==> src/nibble_core_pkg.sv <==
/*
 * Constants shared by the nibble execution block: register offsets,
 * field layouts, opcode prefixes, reset values and storage sizes.
 * Assumes a 32-bit Avalon-MM register bus with byte addresses.
 */
package nibble_core_pkg;

  // ---------------------------------------------------------------
  // Widths and sizes
  // ---------------------------------------------------------------
  localparam int NIB_W      = 4;
  localparam int INSN_W     = 16;
  localparam int RAM_AW     = 7;
  localparam int PC_W       = 11;
  localparam int STACK_N    = 8;
  localparam int SP_W       = 4;
  localparam int BUS_AW     = 6;

  // ---------------------------------------------------------------
  // Register byte offsets
  // ---------------------------------------------------------------
  localparam logic [5:0] OFS_INSN   = 6'h00;
  localparam logic [5:0] OFS_ACC    = 6'h04;
  localparam logic [5:0] OFS_FLAGS  = 6'h08;
  localparam logic [5:0] OFS_PC     = 6'h0c;
  localparam logic [5:0] OFS_STACK  = 6'h10;
  localparam logic [5:0] OFS_RADDR  = 6'h14;
  localparam logic [5:0] OFS_RDATA  = 6'h18;
  localparam logic [5:0] OFS_STATUS = 6'h1c;

  // ---------------------------------------------------------------
  // Field positions
  // ---------------------------------------------------------------
  localparam int FLAG_CARRY_BIT = 0;
  localparam int FLAG_ZERO_BIT  = 1;
  localparam int ST_ILLEGAL_BIT = 0;
  localparam int ST_UNDER_BIT   = 1;
  localparam int ST_OVER_BIT    = 2;
  localparam int MEM_PREFIX_LSB = 7;
  localparam int IMM_PREFIX_LSB = 8;
  localparam int IMM_LSB        = 4;

  // ---------------------------------------------------------------
  // Opcodes
  // ---------------------------------------------------------------
  localparam logic [8:0]  OP_ROT_RIGHT = 9'h09b;  // 0 1001 1011
  localparam logic [15:0] OP_RETURN    = 16'h0080;
  localparam logic [8:0]  OP_SUB_MEM   = 9'h014;  // 0 0001 0100
  localparam logic [8:0]  OP_SUBW_MEM  = 9'h016;  // 0 0001 0110
  localparam logic [7:0]  OP_SUB_IMM   = 8'h0e;
  localparam logic [7:0]  OP_SUBW_IMM  = 8'h0f;

  // ---------------------------------------------------------------
  // Reset values
  // ---------------------------------------------------------------
  localparam logic [3:0]  RST_ACC    = 4'h0;
  localparam logic [10:0] RST_PC     = 11'h000;
  localparam logic [6:0]  RST_RADDR  = 7'h00;

  typedef enum logic [1:0] {
    ALU_ROT = 2'b00,
    ALU_SUB = 2'b01
  } alu_mode_t;

endpackage : nibble_core_pkg

==> src/nibble_exec.sv <==
/*
 * Execution block of a 4-bit core for rotate right through carry,
 * subroutine return and the four subtract-with-borrow forms, with a
 * 128-nibble data RAM, accumulator, flags, program counter and an
 * eight-deep return stack, all reached over Avalon-MM.
 * Assumes a well-behaved master that holds its request while
 * waitrequest is high.
 */
// Implementation choices: the placing of the registers and the Avalon-MM interface to the registers.
`timescale 1ns/1ps
module nibble_exec #(
  parameter int RAM_DEPTH = 128
) (
  input  wire logic                           clk,
  input  wire logic                           rst_n,
  input  wire logic [nibble_core_pkg::BUS_AW-1:0] avs_address,
  input  wire logic                           avs_read,
  input  wire logic                           avs_write,
  input  wire logic [31:0]                    avs_writedata,
  output logic      [31:0]                    avs_readdata,
  output logic                                avs_waitrequest
);
  import nibble_core_pkg::*;

  // ---------------------------------------------------------------
  // State
  // ---------------------------------------------------------------
  logic [3:0]        work_sum_reg_q, work_sum_reg_d;
  logic              carry_flag_q, carry_flag_d;
  logic              zero_flag_q, zero_flag_d;
  logic [PC_W-1:0]   program_counter_q, program_counter_d;
  logic [SP_W-1:0]   sp_q, sp_d;
  logic [RAM_AW-1:0] raddr_q, raddr_d;
  logic [2:0]        status_q, status_d;
  logic              ack_q, ack_d;
  logic [31:0]       rdata_q, rdata_d;
  logic [3:0]        ram_q [RAM_DEPTH];
  logic [PC_W-1:0]   stack_q [STACK_N];

  // RAM and stack write ports
  logic              ram_we;
  logic [RAM_AW-1:0] ram_wa;
  logic [3:0]        ram_wd;
  logic              push_we;

  // Decode and datapath
  logic              wr_go;
  logic [15:0]       insn;
  logic              rotate_right_carry_op, subroutine_return_op;
  logic              sub_borrow_to_acc_op, sub_borrow_writeback_op;
  logic              sub_mem, sub_mem_wb, sub_imm, sub_imm_wb;
  logic              use_imm, known_op;
  logic [RAM_AW-1:0] opnd_addr;
  logic [3:0]        opa, opb, alu_res;
  logic              alu_cout, alu_zero;
  alu_mode_t         alu_mode;

  // ---------------------------------------------------------------
  // Bus handshake
  // ---------------------------------------------------------------
  // One wait cycle gives a registered read word before the accept edge
  assign avs_waitrequest = (avs_read | avs_write) & ~ack_q;
  assign wr_go           = avs_write & ack_q;
  assign avs_readdata    = rdata_q;
  assign insn            = avs_writedata[INSN_W-1:0];

  // ---------------------------------------------------------------
  // Instruction decode
  // ---------------------------------------------------------------
  always_comb begin
    rotate_right_carry_op =
      (insn[15:MEM_PREFIX_LSB] == OP_ROT_RIGHT);
    subroutine_return_op  = (insn == OP_RETURN);
    sub_mem    = (insn[15:MEM_PREFIX_LSB] == OP_SUB_MEM);
    sub_mem_wb = (insn[15:MEM_PREFIX_LSB] == OP_SUBW_MEM);
    sub_imm    = (insn[15:IMM_PREFIX_LSB] == OP_SUB_IMM);
    sub_imm_wb = (insn[15:IMM_PREFIX_LSB] == OP_SUBW_IMM);
    sub_borrow_to_acc_op    = sub_mem | sub_imm;
    sub_borrow_writeback_op = sub_mem_wb | sub_imm_wb;
    use_imm  = sub_imm | sub_imm_wb;
    known_op = rotate_right_carry_op | subroutine_return_op
             | sub_borrow_to_acc_op | sub_borrow_writeback_op;
    // Working registers are the lowest sixteen RAM nibbles
    opnd_addr = use_imm ? {3'h0, insn[3:0]}
                        : insn[RAM_AW-1:0];
  end

  // ---------------------------------------------------------------
  // Operand select
  // ---------------------------------------------------------------
  always_comb begin
    opa = ram_q[opnd_addr];
    opb = use_imm ? insn[IMM_LSB+3:IMM_LSB]
                  : work_sum_reg_q;
    alu_mode = rotate_right_carry_op ? ALU_ROT : ALU_SUB;
  end

  nibble_alu u_alu (
    .mode (alu_mode),
    .opa  (opa),
    .opb  (opb),
    .cin  (carry_flag_q),
    .res  (alu_res),
    .cout (alu_cout),
    .zero (alu_zero)
  );

  // ---------------------------------------------------------------
  // Next state: execution and register writes
  // ---------------------------------------------------------------
  always_comb begin
    work_sum_reg_d    = work_sum_reg_q;
    carry_flag_d      = carry_flag_q;
    zero_flag_d       = zero_flag_q;
    program_counter_d = program_counter_q;
    sp_d              = sp_q;
    raddr_d           = raddr_q;
    status_d          = status_q;
    ram_we            = 1'b0;
    ram_wa            = raddr_q;
    ram_wd            = avs_writedata[3:0];
    push_we           = 1'b0;
    ack_d             = (avs_read | avs_write) & ~ack_q;
    if (wr_go) begin
      case (avs_address)
        OFS_INSN: begin
          if (known_op && !subroutine_return_op) begin
            // Whole instruction retires in the accept cycle
            work_sum_reg_d    = alu_res;
            carry_flag_d      = alu_cout;
            zero_flag_d       = alu_zero;
            program_counter_d = program_counter_q + 11'h001;
            ram_wa = opnd_addr;
            ram_wd = alu_res;
            ram_we = rotate_right_carry_op
                   | sub_borrow_writeback_op;
          end else if (subroutine_return_op) begin
            if (sp_q != 4'h0) begin
              program_counter_d =
                stack_q[3'(sp_q - 4'h1)];
              sp_d = sp_q - 4'h1;
            end else begin
              status_d[ST_UNDER_BIT] = 1'b1;
            end
          end else begin
            status_d[ST_ILLEGAL_BIT] = 1'b1;
          end
        end
        OFS_ACC:   work_sum_reg_d = avs_writedata[3:0];
        OFS_FLAGS: begin
          carry_flag_d = avs_writedata[FLAG_CARRY_BIT];
          zero_flag_d  = avs_writedata[FLAG_ZERO_BIT];
        end
        OFS_PC:    program_counter_d = avs_writedata[PC_W-1:0];
        OFS_STACK: begin
          // Full stack refuses the push rather than overwrite
          if (sp_q < 4'(STACK_N)) begin
            push_we = 1'b1;
            sp_d    = sp_q + 4'h1;
          end else begin
            status_d[ST_OVER_BIT] = 1'b1;
          end
        end
        OFS_RADDR: raddr_d = avs_writedata[RAM_AW-1:0];
        OFS_RDATA: ram_we  = 1'b1;
        // Write one to clear; no status event can share this cycle,
        // since every event comes from a write to another offset
        OFS_STATUS: status_d = status_q & ~avs_writedata[2:0];
        default: ;
      endcase
    end
  end

  // ---------------------------------------------------------------
  // Read word, prepared during the wait cycle
  // ---------------------------------------------------------------
  always_comb begin
    rdata_d = 32'h0000_0000;
    if (avs_read & ~ack_q) begin
      case (avs_address)
        OFS_ACC:    rdata_d = {28'h0, work_sum_reg_q};
        OFS_FLAGS:  rdata_d = {30'h0, zero_flag_q, carry_flag_q};
        OFS_PC:     rdata_d = {21'h0, program_counter_q};
        OFS_STACK:  rdata_d = {28'h0, sp_q};
        OFS_RADDR:  rdata_d = {25'h0, raddr_q};
        OFS_RDATA:  rdata_d = {28'h0, ram_q[raddr_q]};
        OFS_STATUS: rdata_d = {29'h0, status_q};
        default:    rdata_d = 32'h0000_0000;
      endcase
    end
  end

  // ---------------------------------------------------------------
  // Registers
  // ---------------------------------------------------------------
  always_ff @(posedge clk) begin
    if (!rst_n) begin
      work_sum_reg_q    <= RST_ACC;
      carry_flag_q      <= 1'b0;
      zero_flag_q       <= 1'b0;
      program_counter_q <= RST_PC;
      sp_q              <= 4'h0;
      raddr_q           <= RST_RADDR;
      status_q          <= 3'h0;
      ack_q             <= 1'b0;
      rdata_q           <= 32'h0000_0000;
    end else begin
      work_sum_reg_q    <= work_sum_reg_d;
      carry_flag_q      <= carry_flag_d;
      zero_flag_q       <= zero_flag_d;
      program_counter_q <= program_counter_d;
      sp_q              <= sp_d;
      raddr_q           <= raddr_d;
      status_q          <= status_d;
      ack_q             <= ack_d;
      rdata_q           <= rdata_d;
    end
  end

  // Storage arrays carry data only, so they have no reset
  always_ff @(posedge clk) begin
    if (ram_we) begin
      ram_q[ram_wa] <= ram_wd;
    end
    if (push_we) begin
      stack_q[sp_q[2:0]] <= avs_writedata[PC_W-1:0];
    end
  end

endmodule : nibble_exec

==> src/nibble_alu.sv <==
/*
 * Four-bit arithmetic slice: rotate right through carry, or
 * subtract with borrow. Purely combinational; the caller registers.
 */
`timescale 1ns/1ps
module nibble_alu (
  input  wire nibble_core_pkg::alu_mode_t mode,
  input  wire logic [3:0]                 opa,
  input  wire logic [3:0]                 opb,
  input  wire logic                       cin,
  output logic      [3:0]                 res,
  output logic                            cout,
  output logic                            zero
);
  import nibble_core_pkg::*;

  logic [4:0] diff;

  // ---------------------------------------------------------------
  // Result and flags
  // ---------------------------------------------------------------
  // Extra top bit of the difference is the borrow out
  always_comb begin
    diff = 5'h00;
    res  = 4'h0;
    cout = 1'b0;
    case (mode)
      ALU_ROT: begin
        res  = {cin, opa[3:1]};
        cout = opa[0];
      end
      ALU_SUB: begin
        diff = {1'b0, opa} - {1'b0, opb} - {4'h0, cin};
        res  = diff[3:0];
        cout = diff[4];
      end
      default: begin
        res  = 4'h0;
        cout = 1'b0;
      end
    endcase
    zero = (res == 4'h0);
  end

endmodule : nibble_alu

==> config.mk <==
export PLATFORM = sky130hd
export DESIGN_NAME = nibble_exec
export DESIGN_NICKNAME = d
export VERILOG_FILES = /design/src/nibble_core_pkg.sv /design/src/nibble_exec.sv /design/src/nibble_alu.sv
export SDC_FILE = /design/constraint.sdc
export NUM_CORES = 1
export LEC_CHECK = 0
export BUFFER_PORTS_ARGS = -buffer_cell sky130_fd_sc_hd__buf_4
export CORE_ASPECT_RATIO = 0.9
export CORE_MARGIN = 5
export CORE_UTILIZATION = 63
export CTS_BUF_LIST = sky130_fd_sc_hd__clkbuf_4 sky130_fd_sc_hd__clkbuf_8 sky130_fd_sc_hd__clkbuf_16
export DETAILED_ROUTE_END_ITERATION = 7
export HOLD_SLACK_MARGIN = 0.05
export PLACE_DENSITY = 0.8
export SYNTH_ARGS = -nofsm -noshare
export SYNTH_HDL_FRONTEND = slang
export SYNTH_HIERARCHICAL = 1
export SYNTH_SLANG_ARGS = --single-unit
==> constraint.sdc <==
create_clock -name clk -period 11.3 [get_ports clk]
set_input_delay 1.13 -clock clk [delete_from_list [all_inputs] [get_ports clk]]
set_output_delay 1.13 -clock clk [all_outputs]
set_load 0.02 [all_outputs]
==> report_table.html <==
<table>
<tr><th>Metric</th><th>Value</th></tr>
<tr><th colspan="2">Outcome</th></tr>
<tr><td>Outcome</td><td>finished, violations left</td></tr>
<tr><td>Violated checks</td><td>DRC</td></tr>
<tr><th colspan="2">Timing</th></tr>
<tr><td>Final Max Tran Viols</td><td>0</td></tr>
<tr><td>Final hold violations</td><td>0</td></tr>
<tr><td>Worst Max-Slew Pin Slew</td><td>1.28 ns</td></tr>
<tr><td>Setup clock skew after layout</td><td>0.0254 ns</td></tr>
<tr><td>Final setup viols</td><td>0</td></tr>
<tr><td>Total negative slack for setup checks</td><td>0 ns</td></tr>
<tr><td>Min setup slack post-route</td><td>3.90 ns</td></tr>
<tr><td>RSZ-0062 raised after global routing</td><td>no</td></tr>
<tr><td>Fraction of the cycle the final worst path needs</td><td>0.655</td></tr>
<tr><td>Worst-case headroom to the max-slew limit</td><td>0.144</td></tr>
<tr><td>Post-layout min period</td><td>7.40 ns</td></tr>
<tr><td>Maximum operating frequency</td><td>135 MHz</td></tr>
<tr><th colspan="2">Drt</th></tr>
<tr><td>Violation count after the first detailed-routing iteration</td><td>3309</td></tr>
<tr><td>Number of DRC violations after detailed routing</td><td>2</td></tr>
<tr><td>Final ANT Viol Nets</td><td>0</td></tr>
<tr><td>Wire length per cell</td><td>32.8 um</td></tr>
<tr><td>Length of the first detailed-routing pass in iterations</td><td>8</td></tr>
<tr><td>Count of vias placed by the detailed router</td><td>19600</td></tr>
<tr><td>Total detailed-routing wirelength</td><td>85500 um</td></tr>
<tr><td>Via density per instance</td><td>7.49</td></tr>
<tr><th colspan="2">Power and ir drop</th></tr>
<tr><td>Leakage power of the design</td><td>0.0105 uW</td></tr>
<tr><td>Ratio of total power to cell area</td><td>149 nW/um2</td></tr>
<tr><td>Max IR drop VDD</td><td>0.000133 V</td></tr>
<tr><th colspan="2">Critical path</th></tr>
<tr><td>Arr. time, crit path</td><td>7.65 ns</td></tr>
<tr><td>Kind of end point of the critical path</td><td>flip-flop</td></tr>
<tr><td>Classification of the worst setup path</td><td>in -&gt; reg</td></tr>
<tr><td>Reg-to-reg startpoint</td><td>ram_q[22][0]$_DFFE_PP_</td></tr>
<tr><td>Data required time of the critical path</td><td>11.55 ns</td></tr>
<tr><td>FF-to-FF End</td><td>ram_q[121][3]$_DFFE_PP_</td></tr>
<tr><td>R2r worst-path depth</td><td>14</td></tr>
<tr><td>Crit start category</td><td>input pin</td></tr>
<tr><td>Critical Path Fanout Max</td><td>106</td></tr>
<tr><td>Worst reg2reg setup slack</td><td>5.38 ns</td></tr>
<tr><th colspan="2">Clock tree</th></tr>
<tr><td>Number of buffers created by CTS</td><td>67</td></tr>
<tr><td>Htree depth</td><td>3</td></tr>
<tr><td>Maximum buffer depth of the clock tree</td><td>3</td></tr>
<tr><td>Later-pin clock latency in the skew report</td><td>0.61 ns</td></tr>
<tr><td>Number of cells upsized or downsized after cts</td><td>0</td></tr>
<tr><td>Number of buffers inserted to repair setup after CTS</td><td>0</td></tr>
<tr><td>Clock transition time at the flip-flop clock pins of the worst setup and hold paths</td><td>0.06 ns</td></tr>
<tr><td>TritonCTS sink count</td><td>650</td></tr>
<tr><td>Clock root buffer</td><td>sky130_fd_sc_hd__clkbuf_16</td></tr>
<tr><td>Hold bufs inserted after CTS</td><td>0</td></tr>
<tr><td>CTS tree</td><td>built</td></tr>
<tr><th colspan="2">Die</th></tr>
<tr><td>Num rows</td><td>77</td></tr>
<tr><td>Initial cell density of the core</td><td>0.639</td></tr>
<tr><td>Placeable core area</td><td>49200 um2</td></tr>
<tr><td>Boundary Pins</td><td>75</td></tr>
<tr><td>Die height</td><td>222 um</td></tr>
<tr><td>Die width</td><td>246 um</td></tr>
<tr><td>Die area</td><td>54500 um2</td></tr>
<tr><th colspan="2">GRT</th></tr>
<tr><td>GR Overflow Total</td><td>0</td></tr>
<tr><td>Number of global-route vias before repair</td><td>19300</td></tr>
<tr><td>Total routing usage reported by global routing</td><td>0.314</td></tr>
<tr><td>First-pass GRT wire length</td><td>126000 um</td></tr>
<tr><td>Number of antenna violations at the first check in global routing</td><td>3</td></tr>
<tr><td>Largest net degree at the start of global routing</td><td>124</td></tr>
<tr><th colspan="2">Cells and area</th></tr>
<tr><td>Syn-to-layout area delta</td><td>9.07%</td></tr>
<tr><td>Most frequent standard cell in the layout excluding fill and tap cells</td><td>sky130_fd_sc_hd__edfxtp_1</td></tr>
<tr><td>Most frequent cells in the layout</td><td>600 x sky130_fd_sc_hd__edfxtp_1, 311 x sky130_fd_sc_hd__mux4_2, 197 x sky130_fd_sc_hd__nor2_1, 88 x sky130_fd_sc_hd__nand2_1, 73 x sky130_fd_sc_hd__clkbuf_16</td></tr>
<tr><td>Share of cells above drive strength 1</td><td>0.278</td></tr>
<tr><td>Number of nets in the layout</td><td>1939</td></tr>
<tr><th colspan="2">Worst hold path</th></tr>
<tr><td>Tightest Hold Check Type</td><td>reg -&gt; reg</td></tr>
<tr><td>End point of the worst hold path</td><td>carry_flag_q$_SDFFE_PN0P_</td></tr>
<tr><td>Startpoint of the tightest hold check path</td><td>carry_flag_q$_SDFFE_PN0P_</td></tr>
<tr><td>Cells on Worst Hold Path</td><td>2</td></tr>
<tr><th colspan="2">Synth</th></tr>
<tr><td>Number of synthesized flops with an enable pin</td><td>600</td></tr>
<tr><td>Register area share after synthesis</td><td>0.605</td></tr>
<tr><td>Most frequently used flop master after synthesis</td><td>sky130_fd_sc_hd__edfxtp_1</td></tr>
<tr><td>Count of unique library cells instantiated by Yosys</td><td>83</td></tr>
<tr><td>Avg Inst Size Synth</td><td>16.7 um2</td></tr>
<tr><td>Post-Syn Instances</td><td>1880</td></tr>
<tr><td>Async set-reset flop share out of synthesis</td><td>0</td></tr>
<tr><td>Seq cells post-synth</td><td>650</td></tr>
<tr><td>YS warnings</td><td>6</td></tr>
<tr><td>Area of the mapped netlist</td><td>31400 um2</td></tr>
<tr><th colspan="2">Job</th></tr>
<tr><td>Reported max-cap violation count</td><td>0</td></tr>
<tr><th colspan="2">Placement</th></tr>
<tr><td>Placement-stage worst setup slack</td><td>3.38 ns</td></tr>
<tr><td>Final Wtd Congestion</td><td>0.974</td></tr>
<tr><td>Number of buffer cells added on primary ports</td><td>37</td></tr>
<tr><td>Detailed placer's ending HPWL</td><td>53500 um</td></tr>
</table>
==> layer usage <==
metal,vias to the layer above,track usage,share of wire
met1,9857,0.441,0.35
li1,7704,-,-
met5,-,0,0
met2,1674,0.474,0.47
met4,0,0.124,0.049
met3,317,0.0934,0.13
==> critical path, cell delays in order <==
cell	delay [ns]
sky130_fd_sc_hd__buf_8	0.56
sky130_fd_sc_hd__buf_4	0.76
sky130_fd_sc_hd__mux4_2	0.63
sky130_fd_sc_hd__mux4_2	0.54
sky130_fd_sc_hd__mux2i_1	0.16
sky130_fd_sc_hd__o21ai_0	0.29
sky130_fd_sc_hd__or3_1	0.56
sky130_fd_sc_hd__fa_1	0.61
sky130_fd_sc_hd__inv_1	0.05
sky130_fd_sc_hd__ha_1	0.17
sky130_fd_sc_hd__o21ai_1	0.16
sky130_fd_sc_hd__a31oi_1	0.13
sky130_fd_sc_hd__o31ai_2	0.38
sky130_fd_sc_hd__nand2_1	0.16
sky130_fd_sc_hd__o21ai_4	0.29
sky130_fd_sc_hd__buf_4	0.88
==> worst max-delay path by stage <==
| stage | start | end | slack, ns | cells after the start |
|---|---|---|---|---|
| detailed placement | avs_writedata[0] | ram_q[116][3]$_DFFE_PP_ | 3.38 | 16 |
| global route | avs_writedata[0] | ram_q[121][3]$_DFFE_PP_ | 3.58 | 16 |
| finish | avs_writedata[0] | ram_q[121][3]$_DFFE_PP_ | 3.90 | 16 |
| floorplan | avs_writedata[1] | ram_q[0][1]$_DFFE_PP_ | 2.88 | 6 |
| CTS | avs_writedata[0] | ram_q[1][3]$_DFFE_PP_ | 4.00 | 16 |
| global placement | avs_writedata[0] | ram_q[115][3]$_DFFE_PP_ | 3.58 | 16 |
==> registers in the layout, indices dropped and copies added, names as in the netlist, named ones only <==
signal / flops
carry_flag_q: 1
zero_flag_q: 1
stack_q: 88
raddr_q: 7
avs_readdata: 11
sp_q: 4
ram_q: 512
program_counter_q: 11
work_sum_reg_q: 4
ack_q: 1
status_q: 3
==> kinds of logic after synthesis <==
group                    after synthesis  synth area share
AO/OA/AOI/OAI                        208            0.0489
adder cells (fa/ha/maj)               12           0.00525
XOR/XNOR                              17           0.00473
flip-flops                           650             0.605
other                                  1          0.000119
multiplexers                         367             0.241
buffers and inverters                182            0.0299
AND/OR/NAND/NOR                      443            0.0654
==> cell usage after synthesis (10+ instances only) <==
library cell	count	share of area
sky130_fd_sc_hd__edfxtp_1	600	0.57
sky130_fd_sc_hd__mux4_2	311	0.22
sky130_fd_sc_hd__nor2_1	197	0.024
sky130_fd_sc_hd__nand2_1	88	0.011
sky130_fd_sc_hd__dfxtp_1	50	0.032
sky130_fd_sc_hd__buf_2	48	0.0076
sky130_fd_sc_hd__clkbuf_1	45	0.0054
sky130_fd_sc_hd__mux2i_1	45	0.014
sky130_fd_sc_hd__buf_4	42	0.010
sky130_fd_sc_hd__a21oi_1	39	0.0062
sky130_fd_sc_hd__nand3_1	38	0.0060
sky130_fd_sc_hd__nor3_1	30	0.0048
sky130_fd_sc_hd__inv_1	23	0.0027
sky130_fd_sc_hd__o22ai_1	21	0.0042
sky130_fd_sc_hd__o21ai_0	17	0.0027
sky130_fd_sc_hd__a211oi_1	13	0.0031
sky130_fd_sc_hd__a31oi_1	13	0.0026
sky130_fd_sc_hd__buf_1	13	0.0016
sky130_fd_sc_hd__nand2b_1	13	0.0026
sky130_fd_sc_hd__nor4_1	13	0.0026
sky130_fd_sc_hd__a311oi_1	12	0.0033
sky130_fd_sc_hd__o211ai_1	12	0.0029
sky130_fd_sc_hd__a22oi_1	11	0.0026
sky130_fd_sc_hd__mux2_2	11	0.0039
sky130_fd_sc_hd__a21oi_2	10	0.0028
sky130_fd_sc_hd__and2_1	10	0.0020
sky130_fd_sc_hd__ha_1	10	0.0040
sky130_fd_sc_hd__nor2b_1	10	0.0020
==> report_power, final <==
| part | switching (uW) | internal [uW] | total (uW) |
|---|---|---|---|
| registers | 1.39 | 2620 | 2630 |
| clock network | 911 | 1310 | 2220 |
| logic | 160 | 90.1 | 250 |
| total | 1070 | 4030 | 5100 |
==> area by class of cell <==
cell class | count | area [um2]
fill | 3004 | 14900
antenna | 4 | 10.0
multi-input combinational | 1075 | 11600
inverter | 28 | 105
clock inverter | 26 | 224
tap | 671 | 840
sequential | 650 | 19000
clock buffer | 92 | 1970
timing repair buffer | 63 | 484
==> metrics by stage <==
stage                     power, uW  std cells  utilization  hold WS [ns]  instance area, um2
final                          5100       2609        0.697         0.501               34300
after global routing           5230       2607        0.697         0.526               34300
after CTS                      5110       2605        0.697         0.500               34300
after detailed placement       2920       2487        0.652         0.492               32100
after global placement         2910       2487        0.652         0.454               32100
after floorplan                2850       1907            -         0.448               31600
Note: power is estimated with default switching activity, not from simulation.
